File: src/hdl/iso_irq_pkg.sv
// Shared constants, types and helper functions for the channel mask and event block
package iso_irq_pkg;

   // ----------------------------------------------------------------
   // Bus geometry
   // ----------------------------------------------------------------
   localparam int ADDR_W = 8;
   localparam int DATA_W = 32;
   localparam int SEL_W = 4;
   localparam logic [1:0] WORD_ALIGN = 2'h0;

   // ----------------------------------------------------------------
   // Register byte offsets
   // ----------------------------------------------------------------
   localparam logic [ADDR_W-1:0] OFS_CHAN_MASK_SET = 8'h78;
   localparam logic [ADDR_W-1:0] OFS_CHAN_MASK_CLEAR = 8'h7C;
   localparam logic [ADDR_W-1:0] OFS_EVENT_SET = 8'h80;
   localparam logic [ADDR_W-1:0] OFS_EVENT_CLEAR = 8'h84;
   localparam logic [ADDR_W-1:0] OFS_EVENT_RAW = 8'h88;
   localparam logic [ADDR_W-1:0] OFS_INT_MASK = 8'h8C;
   localparam logic [ADDR_W-1:0] OFS_CONTROL = 8'h90;

   // ----------------------------------------------------------------
   // Event bit positions and layout
   // ----------------------------------------------------------------
   localparam int EV_GP_BIT = 30;
   localparam int EV_SOFT_BIT = 29;
   localparam int EV_LATE_BIT = 27;
   localparam logic [DATA_W-1:0] EVENT_IMPL_MASK = 32'h6800_0000;

   // ----------------------------------------------------------------
   // Control register layout
   // ----------------------------------------------------------------
   localparam int CTRL_LATE_EN_BIT = 0;
   localparam int CTRL_GP_A_EN_BIT = 1;
   localparam int CTRL_GP_B_EN_BIT = 2;
   localparam logic [DATA_W-1:0] CTRL_IMPL_MASK = 32'h0000_0007;

   // ----------------------------------------------------------------
   // Reset values
   // ----------------------------------------------------------------
   localparam logic [DATA_W-1:0] CHAN_MASK_RESET = 32'h0000_0000;
   localparam logic [DATA_W-1:0] EVENT_RESET = 32'h0000_0000;
   localparam logic [DATA_W-1:0] INT_MASK_RESET = 32'h0000_0000;
   localparam logic [DATA_W-1:0] CONTROL_RESET = 32'h0000_0000;
   localparam logic [DATA_W-1:0] READ_ZERO = 32'h0000_0000;

   // ----------------------------------------------------------------
   // Edge detector width
   // ----------------------------------------------------------------
   localparam int EDGE_W = 2;
   localparam int EDGE_GP = 0;
   localparam int EDGE_LATE = 1;

   // ----------------------------------------------------------------
   // Bus front states
   // ----------------------------------------------------------------
   typedef enum logic [1:0] {
      BUS_IDLE = 2'b01,
      BUS_ACK = 2'b10
   } bus_state_t;

   // ----------------------------------------------------------------
   // Helpers
   // ----------------------------------------------------------------
   function automatic logic [DATA_W-1:0] expand_sel(input logic [SEL_W-1:0] sel);
      logic [DATA_W-1:0] m;
      m = READ_ZERO;
      for (int i = 0; i < SEL_W; i++) begin
         m[i*8 +: 8] = {8{sel[i]}};
      end
      return m;
   endfunction : expand_sel

   function automatic logic [DATA_W-1:0] set_clear(input logic [DATA_W-1:0] cur,
                                                   input logic [DATA_W-1:0] set,
                                                   input logic [DATA_W-1:0] clr);
      return (cur | set) & ~(clr & ~set);
   endfunction : set_clear

   function automatic logic [DATA_W-1:0] merge(input logic [DATA_W-1:0] cur,
                                               input logic [DATA_W-1:0] wdata,
                                               input logic [DATA_W-1:0] wmask);
      return (cur & ~wmask) | (wdata & wmask);
   endfunction : merge

endpackage : iso_irq_pkg

File: src/hdl/reg_access_if.sv
// Internal register access carrier between the bus front and the register file
interface reg_access_if;
   import iso_irq_pkg::*;

   logic wr;
   logic [ADDR_W-1:0] addr;
   logic [DATA_W-1:0] wdata;
   logic [DATA_W-1:0] wmask;
   logic [DATA_W-1:0] rdata;

   modport front (output wr, output addr, output wdata, output wmask, input rdata);
   modport regs (input wr, input addr, input wdata, input wmask, output rdata);
endinterface : reg_access_if

File: src/hdl/iso_irq_regs.sv
// Isochronous receive channel mask and interrupt event registers with Wishbone access
//
// The Wishbone slave port was decided locally.
module iso_irq_regs (
   input wire logic clk_i,
   input wire logic rst_i,
   input wire logic ce_i,
   input wire logic wb_cyc_i,
   input wire logic wb_stb_i,
   input wire logic wb_we_i,
   input wire logic [iso_irq_pkg::ADDR_W-1:0] wb_adr_i,
   input wire logic [iso_irq_pkg::SEL_W-1:0] wb_sel_i,
   input wire logic [iso_irq_pkg::DATA_W-1:0] wb_dat_i,
   output logic [iso_irq_pkg::DATA_W-1:0] wb_dat_o,
   output logic wb_ack_o,
   input wire logic gp_irq_a_i,
   input wire logic gp_irq_b_i,
   input wire logic rx_fifo_pending_i,
   input wire logic phys_resp_busy_i,
   input wire logic late_ack_sent_i,
   output logic [iso_irq_pkg::DATA_W-1:0] channel_receive_enable_o,
   output logic irq_o
);
   import iso_irq_pkg::*;

   // ----------------------------------------------------------------
   // State
   // ----------------------------------------------------------------
   logic [DATA_W-1:0] chan_mask;
   logic [DATA_W-1:0] next_chan_mask;
   logic [DATA_W-1:0] events;
   logic [DATA_W-1:0] next_events;
   logic [DATA_W-1:0] int_mask;
   logic [DATA_W-1:0] next_int_mask;
   logic [DATA_W-1:0] control;
   logic [DATA_W-1:0] next_control;

   logic [DATA_W-1:0] wbits;
   logic [DATA_W-1:0] hw_set;
   logic [DATA_W-1:0] sw_set;
   logic [DATA_W-1:0] sw_clr;
   logic [DATA_W-1:0] masked_events;
   logic [DATA_W-1:0] read_value;
   logic [EDGE_W-1:0] source_level;
   logic [EDGE_W-1:0] source_rise;
   logic late_enable;
   logic gp_a_enable;
   logic gp_b_enable;
   logic wr_chan_set;
   logic wr_chan_clr;
   logic wr_ev_set;
   logic wr_ev_clr;
   logic wr_int_mask;
   logic wr_control;

   reg_access_if bus ();

   // ----------------------------------------------------------------
   // Bus front
   // ----------------------------------------------------------------
   wb_front u_front (
      .clk_i(clk_i),
      .rst_i(rst_i),
      .ce_i(ce_i),
      .wb_cyc_i(wb_cyc_i),
      .wb_stb_i(wb_stb_i),
      .wb_we_i(wb_we_i),
      .wb_adr_i(wb_adr_i),
      .wb_sel_i(wb_sel_i),
      .wb_dat_i(wb_dat_i),
      .wb_dat_o(wb_dat_o),
      .wb_ack_o(wb_ack_o),
      .bus(bus.front)
   );

   // ----------------------------------------------------------------
   // Write decode
   // ----------------------------------------------------------------
   assign wbits = bus.wdata & bus.wmask;
   assign wr_chan_set = bus.wr & (bus.addr == OFS_CHAN_MASK_SET);
   assign wr_chan_clr = bus.wr & (bus.addr == OFS_CHAN_MASK_CLEAR);
   assign wr_ev_set = bus.wr & (bus.addr == OFS_EVENT_SET);
   assign wr_ev_clr = bus.wr & (bus.addr == OFS_EVENT_CLEAR);
   assign wr_int_mask = bus.wr & (bus.addr == OFS_INT_MASK);
   assign wr_control = bus.wr & (bus.addr == OFS_CONTROL);

   // ----------------------------------------------------------------
   // Control bits
   // ----------------------------------------------------------------
   assign late_enable = control[CTRL_LATE_EN_BIT];
   assign gp_a_enable = control[CTRL_GP_A_EN_BIT];
   assign gp_b_enable = control[CTRL_GP_B_EN_BIT];

   // ----------------------------------------------------------------
   // Event sources
   // ----------------------------------------------------------------
   always_comb begin
      source_level = {EDGE_W{1'b0}};
      source_level[EDGE_GP] = (gp_irq_a_i & gp_a_enable) | (gp_irq_b_i & gp_b_enable);
      source_level[EDGE_LATE] = late_enable
         & (rx_fifo_pending_i | phys_resp_busy_i | late_ack_sent_i);
   end

   event_edge u_edge (
      .clk_i(clk_i),
      .rst_i(rst_i),
      .ce_i(ce_i),
      .level_i(source_level),
      .rise_o(source_rise)
   );

   always_comb begin
      hw_set = READ_ZERO;
      hw_set[EV_GP_BIT] = source_rise[EDGE_GP];
      hw_set[EV_LATE_BIT] = source_rise[EDGE_LATE];
      // Software event has no hardware source
      hw_set[EV_SOFT_BIT] = 1'b0;
   end

   // ----------------------------------------------------------------
   // Software set and clear terms
   // ----------------------------------------------------------------
   always_comb begin
      sw_set = READ_ZERO;
      sw_clr = READ_ZERO;
      if (wr_ev_set) begin
         sw_set = wbits & EVENT_IMPL_MASK;
      end
      if (wr_ev_clr) begin
         sw_clr = wbits & EVENT_IMPL_MASK;
      end
   end

   // ----------------------------------------------------------------
   // Next register values
   // ----------------------------------------------------------------
   always_comb begin
      next_chan_mask = chan_mask;
      next_events = events;
      next_int_mask = int_mask;
      next_control = control;
      if (wr_chan_set) begin
         next_chan_mask = set_clear(chan_mask, wbits, READ_ZERO);
      end
      if (wr_chan_clr) begin
         next_chan_mask = set_clear(chan_mask, READ_ZERO, wbits);
      end
      // Hardware or software set wins over a clear in the same cycle
      next_events = set_clear(events, hw_set | sw_set, sw_clr) & EVENT_IMPL_MASK;
      if (wr_int_mask) begin
         next_int_mask = merge(int_mask, bus.wdata, bus.wmask) & EVENT_IMPL_MASK;
      end
      if (wr_control) begin
         next_control = merge(control, bus.wdata, bus.wmask) & CTRL_IMPL_MASK;
      end
   end

   always_ff @(posedge clk_i) begin
      if (rst_i) begin
         chan_mask <= CHAN_MASK_RESET;
         events <= EVENT_RESET;
         int_mask <= INT_MASK_RESET;
         control <= CONTROL_RESET;
      end else if (ce_i) begin
         chan_mask <= next_chan_mask;
         events <= next_events;
         int_mask <= next_int_mask;
         control <= next_control;
      end
   end

   // ----------------------------------------------------------------
   // Read path
   // ----------------------------------------------------------------
   assign masked_events = events & int_mask & EVENT_IMPL_MASK;

   always_comb begin
      read_value = READ_ZERO;
      unique case (bus.addr)
         OFS_CHAN_MASK_SET: begin
            read_value = chan_mask;
         end
         OFS_CHAN_MASK_CLEAR: begin
            read_value = chan_mask;
         end
         OFS_EVENT_SET: begin
            read_value = masked_events;
         end
         OFS_EVENT_CLEAR: begin
            read_value = masked_events;
         end
         OFS_EVENT_RAW: begin
            read_value = events & EVENT_IMPL_MASK;
         end
         OFS_INT_MASK: begin
            read_value = int_mask;
         end
         OFS_CONTROL: begin
            read_value = control;
         end
         default: begin
            read_value = READ_ZERO;
         end
      endcase
   end

   assign bus.rdata = read_value;

   // ----------------------------------------------------------------
   // Outputs
   // ----------------------------------------------------------------
   assign channel_receive_enable_o = chan_mask;
   assign irq_o = |masked_events;

endmodule : iso_irq_regs

File: src/hdl/wb_front.sv
// Classic Wishbone slave front end feeding the register file
module wb_front (
   input wire logic clk_i,
   input wire logic rst_i,
   input wire logic ce_i,
   input wire logic wb_cyc_i,
   input wire logic wb_stb_i,
   input wire logic wb_we_i,
   input wire logic [iso_irq_pkg::ADDR_W-1:0] wb_adr_i,
   input wire logic [iso_irq_pkg::SEL_W-1:0] wb_sel_i,
   input wire logic [iso_irq_pkg::DATA_W-1:0] wb_dat_i,
   output logic [iso_irq_pkg::DATA_W-1:0] wb_dat_o,
   output logic wb_ack_o,
   reg_access_if.front bus
);
   import iso_irq_pkg::*;

   bus_state_t state;
   bus_state_t next_state;
   logic [DATA_W-1:0] rdata_q;
   logic [DATA_W-1:0] next_rdata_q;
   logic req;

   // ----------------------------------------------------------------
   // Decode
   // ----------------------------------------------------------------
   assign req = wb_cyc_i & wb_stb_i;
   assign bus.addr = {wb_adr_i[ADDR_W-1:2], WORD_ALIGN};
   assign bus.wdata = wb_dat_i;
   assign bus.wmask = expand_sel(wb_sel_i);
   assign bus.wr = req & wb_we_i & (state == BUS_ACK) & ce_i;
   assign wb_ack_o = (state == BUS_ACK) & req;
   assign wb_dat_o = rdata_q;

   // ----------------------------------------------------------------
   // Next state
   // ----------------------------------------------------------------
   always_comb begin
      next_state = state;
      next_rdata_q = rdata_q;
      unique case (state)
         BUS_IDLE: begin
            if (req) begin
               next_state = BUS_ACK;
               next_rdata_q = wb_we_i ? READ_ZERO : bus.rdata;
            end
         end
         BUS_ACK: begin
            next_state = BUS_IDLE;
         end
         default: begin
            next_state = BUS_IDLE;
         end
      endcase
   end

   always_ff @(posedge clk_i) begin
      if (rst_i) begin
         state <= BUS_IDLE;
         rdata_q <= READ_ZERO;
      end else if (ce_i) begin
         state <= next_state;
         rdata_q <= next_rdata_q;
      end
   end

endmodule : wb_front

File: src/hdl/event_edge.sv
// Rising edge detector for event sources
module event_edge (
   input wire logic clk_i,
   input wire logic rst_i,
   input wire logic ce_i,
   input wire logic [iso_irq_pkg::EDGE_W-1:0] level_i,
   output logic [iso_irq_pkg::EDGE_W-1:0] rise_o
);
   import iso_irq_pkg::*;

   logic [EDGE_W-1:0] prev;
   logic [EDGE_W-1:0] next_prev;

   // ----------------------------------------------------------------
   // Previous level and edge
   // ----------------------------------------------------------------
   always_comb begin
      next_prev = level_i;
   end

   assign rise_o = level_i & ~prev;

   always_ff @(posedge clk_i) begin
      if (rst_i) begin
         prev <= {EDGE_W{1'b0}};
      end else if (ce_i) begin
         prev <= next_prev;
      end
   end

endmodule : event_edge

File: config.mk
export PLATFORM = sky130hd
export DESIGN_NAME = iso_irq_regs
export DESIGN_NICKNAME = d
export VERILOG_FILES = /design/src/hdl/iso_irq_pkg.sv /design/src/hdl/reg_access_if.sv /design/src/hdl/iso_irq_regs.sv /design/src/hdl/wb_front.sv /design/src/hdl/event_edge.sv
export SDC_FILE = /design/constraint.sdc
export NUM_CORES = 1
export LEC_CHECK = 0
export ABC_AREA = 1
export BUFFER_PORTS_ARGS = -buffer_cell sky130_fd_sc_hd__buf_4
export CORE_ASPECT_RATIO = 0.9
export CORE_MARGIN = 2
export CORE_UTILIZATION = 45
export CTS_CLUSTER_DIAMETER = 30
export DETAILED_ROUTE_END_ITERATION = 8
export PLACE_DENSITY = 0.75
export SLEW_MARGIN = 30
export SYNTH_ARGS = -nofsm -noshare
export SYNTH_HDL_FRONTEND = slang
export SYNTH_SLANG_ARGS = --single-unit
File: constraint.sdc
create_clock -name clk_i -period 1.5 [get_ports clk_i]
set_clock_uncertainty 0.2 [all_clocks]
set_input_delay 0.3 -clock clk_i [delete_from_list [all_inputs] [get_ports clk_i]]
set_output_delay 0.3 -clock clk_i [all_outputs]
set_load 0.02 [all_outputs]
==> results.cfg, run 1 <==
[cts]
cts-buffers-inserted = 9
clock_sinks = 77
cts_tree = built
clock_latency_ns = 0.35
cts.clk_slew.worst_paths_ns = 0.08
cts_root_buf = clkbuf_8
htree_num_levels = 3
clk_path_buf_depth = 2

[logic_synthesis]
ys_types = 28
syn_nets = 585
syn_inst = 530
synth.most_common_cell = nand2_1
synthTopCellsByArea = dfxtp_1 (44%), nand2_1 (17%), nor2_1 (9.5%)
synth_top_area_frac = 0.435
netlist_area_sq_um = 3540
ys_warn_count = 0
ys_top_cells_by_count = nand2_1 (160), nor2_1 (90), dfxtp_1 (77)
synthArstFlopShare = 0
synth-edff-count = 0
synth_top_area_cell = dfxtp_1
synth_ff_type = dfxtp_1
synth_area_per_cell_sq_um = 6.69
ys_seq_area_frac = 0.435
synth_seq_cells = 77

[placed_design]
gp_congestion = 0.902
io_buffers = 118
hpwl_um = 7370
dpl_worst_slack_ns = -0.196
dp.cells = 750

[critical_path]
path_class = reg2reg
slowest_stage = dfxtp_2
cp_cell_sequence = inv_1, nand3_1, nor2_2, buf_4, clkinvlp_4, buf_6, clkbuf_16, nand2_1, a21oi_1
cp.required_ns = 1.54
crit_path_end_kind = flop
arrival_ns = 1.74
start_kind = flop
cp_max_fo = 6
slowest_delay_ns = 0.34

[worst_hold_path]
hold_class = in2reg

[status]
status = finished, violations left
violations = hold timing, setup timing

[finish]
num_antenna_cells = 0
area_delta_synth_final_pct = 56.2
utilization = 0.730
finalNetCount = 745
fillers = 560
stdcell_count = 791
layout-drive-gt1-share = 0.387
multiInputGateArea_sq_um = 1890
seq_area_sq_um = 1550

[timing]
hold_viol_final = 1
drv_slew = 0
fmax_mhz = 590
holdWs_ns = -0.00816
period_share = 1.13
rsz0062_at_grt = true
fin_crit_ns = 1.70
fin_ws_ns = -0.196
worst_slew_pin_slew_ns = 0.388
relSlewSlack = 0.739
finalSetupTns_ns = -7.13
setup_viol = 73

[route]
drc_errors = 0
ant_nets = 0
wl_per_cell_um = 14.5
drt_iter0_markers = 205
via_per_inst = 5.01
drtPass1Iterations = 5
vias = 3961
wirelength_um = 11400

[power]
finalPower_mw = 4.30
p_sw_frac = 0.229
pwr-share-comb = 0.082
p_leak_nw = 2.56
seqPwrFrac = 0.477
internal-power_mw = 3.31
p_per_area_nw_per_um2 = 777
switching_power_mw = 0.986
peakVddDrop_mv = 0.511
clkPwrFrac = 0.441

[floorplanning]
die_h_um = 88.2
design.portCount = 121
initial_core_util = 0.467
die-area_sq_um = 8600
row_count = 30
coreArea_sq_um = 7580
die_w_um = 97.5

[global_routing]
antenna_found_initial = 0
grt_pass1_vias = 3572
grt_first_pass_wirelength_um = 16600
grt.overflow.total = 0
grt_start_max_net_pins = 21
grt_usage = 0.237

[job]
drv_cap = 0
==> layout make-up <==
class	count	share of cell area
Tap cell	96	0.0217
Multi-Input combinational cell	365	0.342
Timing Repair Buffer	168	0.265
Inverter	69	0.0475
Clock buffer	9	0.0224
Sequential cell	77	0.280
Clock inverter	7	0.0206
==> worst max-delay path, delay by kind of cell (launching register included) <==
| family | cells | cell delay [ns] |
|---|---|---|
| AOI/OAI and AO/OA | 1 | 0.06 |
| buffers and inverters | 5 | 0.72 |
| DFF | 1 | 0.34 |
| and+or+nand+nor | 3 | 0.27 |
==> cell families (layout without fill, tap and decap cells) <==
logic type      count (synthesis)  in the layout  synth area share
simple gates                  316            317             0.388
compound gates                 48             48            0.0717
buf+inv                        89            253             0.105
flops                          77             77             0.435
==> final timing paths <==
check,startpoint,to,slack (ns),cells after the start
worst max-delay path,u_front.state[1]$_SDFFE_PP0P_,u_front.wb_dat_o[24]$_SDFFE_PP0P_,-0.20,9
worst min-delay path,wb_dat_i[30],flop,-0.008,3
worst max register to register,u_front.state[1]$_SDFFE_PP0P_,u_front.wb_dat_o[24]$_SDFFE_PP0P_,-0.20,9
worst min register to register,u_edge.prev[1]$_SDFFE_PP0P_,u_edge.prev[1]$_SDFFE_PP0P_,0.27,2
==> layer usage <==
layer | global-route usage | share of wire
met1 | 0.300 | 0.43
met2 | 0.406 | 0.47
met3 | 0.0607 | 0.081
met4 | 0.0657 | 0.019
met5 | 0 | 0
==> cell usage in the layout, fill, tap and decap left out, types with 8 or more instances in the layout <==
cell      Yosys  layout
buf_4         3     140
nand2_1     160     128
nor2_1       90      83
dfxtp_1      77      69
inv_1        67      62
nand2_2       1      32
nand3_1      38      30
a21oi_1      33      27
buf_6         2      14
nand3_2      11      12
clkbuf_8      0       9
nand3_4       1       8
nor2_2        3       8
dfxtp_2       0       8
==> power by group through the flow <==
stage	Clock [mW]	Sequential [mW]	Combinational (mW)
2_1_floorplan	0	2.10	0.101
5_1_grt	1.99	2.05	0.377
4_1_cts	1.91	2.05	0.305
3_3_place_gp	0	2.10	0.281
6_report	1.90	2.05	0.354
3_5_place_dp	0	2.10	0.284
==> through the flow <==
step | cell area, sq um | hold slack [ns]
6_report | 5530 | -0.00816
5_1_grt | 5530 | 0.0220
4_1_cts | 5100 | 0.00540
3_5_place_dp | 4700 | 0.256
3_3_place_gp | 4700 | 0.250
2_1_floorplan | 3560 | 0.235
==> timing repair <==
item | CTS | global route
setup endpoints to repair | 71 | 74
endpoints found under the hold margin | 5 | 0
pin swaps | 11 | 12
hold buffers | 4 | 0
resized for setup | 31 | 65
setup buffers | 0 | 13
gates cloned | 0 | 8
No activity file was read; power rests on OpenSTA's default activity.
==> run 2, diff against run 1 <==
Settings changed: MAX_ROUTING_LAYER set to met4, RECOVER_POWER set to 100.
==> results.cfg, run 2 (synthesis gave the netlist of run 1 again) <==
[status]
status = finished, violations left
violations = hold timing, setup timing

[route]
ant_nets = 0
wl_met2_um = 5960
maxUsedRoutingLayer = met4
vias = 4077
drt-met1-wl_um = 5080
drtPass1Iterations = 5
wl_met3_um = 956
wirelength_um = 12300
drt_iter0_markers = 224
via_per_inst = 5.13
wl_per_cell_um = 15.4
drc_errors = 0

[finish]
num_antenna_cells = 0
design_area_sq_um = 5660
final_common_cell = nand2_1
utilization = 0.746
area_delta_synth_final_pct = 59.7
layout-drive-gt1-share = 0.417
finalNetCount = 749
layout_common_cells = nand2_1 (121), buf_4 (85), nor2_1 (76), dfxtp_1 (69), inv_1 (62)

[timing]
worst_slew_pin_slew_ns = 0.330
finalSetupTns_ns = -9.73
drv_slew = 0
rsz0062_at_grt = true
holdWs_ns = -0.00318
hold_viol_final = 1
fmax_mhz = 571
fin_ws_ns = -0.250
relSlewSlack = 0.778
period_share = 1.17
setup_viol = 76
fin_crit_ns = 1.75

[cts]
clock_sinks = 77
cts_tree = built
cts-buffers-inserted = 9
cts_root_buf = clkbuf_8
clk_path_buf_depth = 2
clock_latency_ns = 0.35
cts.clk_slew.worst_paths_ns = 0.08
htree_num_levels = 3

[critical_path]
worstReg2RegEnd = u_front.wb_dat_o[27]$_SDFFE_PP0P_
cp.required_ns = 1.54
arrival_ns = 1.79
cp_max_fo = 5
crit_path_end_kind = flop
rrSetupSlack_ns = -0.25
reg2reg_depth = 9
rr_startpoint = u_front.state[1]$_SDFFE_PP0P_
path_class = reg2reg
start_kind = flop

[placed_design]
hpwl_um = 7540
gp_congestion = 0.876
dpl_worst_slack_ns = -0.236
place_area_sq_um = 4710
io_buffers = 118

[power]
peakVddDrop_mv = 0.511
p_per_area_nw_per_um2 = 759
finalPower_mw = 4.30
p_leak_nw = 2.57

[floorplanning]
row_count = 30
design.portCount = 121
initial_core_util = 0.467
die-area_sq_um = 8600
die_h_um = 88.2
coreArea_sq_um = 7580
die_w_um = 97.5

[global_routing]
grt_pass1_vias = 3710
grt_usage = 0.265
antenna_found_initial = 0
grt.overflow.total = 0
grt_start_max_net_pins = 21
grt_first_pass_wirelength_um = 17700

[worst_hold_path]
hold_depth = 3
min-delay-start = wb_dat_i[30]
hold_class = in2reg

[job]
drv_cap = 0
-- run 2: report_power, final --
part | internal, mW | switching (mW) | total (mW)
logic | 0.160 | 0.198 | 0.358
registers | 2.04 | 0.00282 | 2.05
clock network | 1.10 | 0.790 | 1.89
-- run 2: critical path: stages, from the launching register on --
cell and delay (ns):
dfxtp_2 0.34, inv_1 0.05, nand3_1 0.07, nor2_2 0.18, buf_6 0.13, clkinvlp_4 0.16, buf_4 0.18, nand2_1 0.06
a21boi_2 0.17, a21oi_1 0.09
-- run 2: repair_timing --
| action | CTS | global route |
|---|---|---|
| gates cloned | 5 | 2 |
| hold buffers | 2 | 3 |
| setup endpoints to repair | 71 | 76 |
| setup buffers | 6 | 11 |
| endpoints found under the hold margin | 2 | 2 |
| gates resized for setup | 41 | 108 |
| pin swaps | 14 | 41 |
-- run 2: layout make-up --
| cell class | count | area (sq um) |
|---|---|---|
| clock buffer | 9 | 124 |
| clock inverter | 6 | 111 |
| fill | 578 | 1920 |
| inverter | 69 | 263 |
| multi-input combinational | 366 | 2120 |
| sequential | 77 | 1550 |
| tap | 96 | 120 |
| timing repair buffer | 171 | 1370 |
-- run 2: worst max-delay path by stage --
stage                                  startpoint                                 to  slack (ns)
floorplan           u_front.state[0]$_SDFFE_PP1P_                               flop       -0.08
global placement                         wb_cyc_i                               flop       -0.18
detailed placement                       wb_cyc_i                               flop       -0.24
CTS                 u_front.state[0]$_SDFFE_PP1P_                               flop       -0.14
global route        u_front.state[0]$_SDFFE_PP1P_                               flop       -0.31
finish              u_front.state[1]$_SDFFE_PP0P_  u_front.wb_dat_o[27]$_SDFFE_PP0P_       -0.25
-- run 2: routing by layer --
layer	GRT usage	up-vias
met5	-	-
met4	0.0846	0
met3	0.0702	23
met2	0.424	183
met1	0.329	1909
li1	-	1962
-- run 2: through the flow --
| stage | instances | hold WS, ns |
|---|---|---|
| 3_3_place_gp | 750 | 0.250 |
| 5_1_grt | 794 | 0.00292 |
| 6_report | 794 | -0.00318 |
| 3_5_place_dp | 750 | 0.257 |
| 4_1_cts | 778 | 0.00123 |
| 2_1_floorplan | 530 | 0.235 |
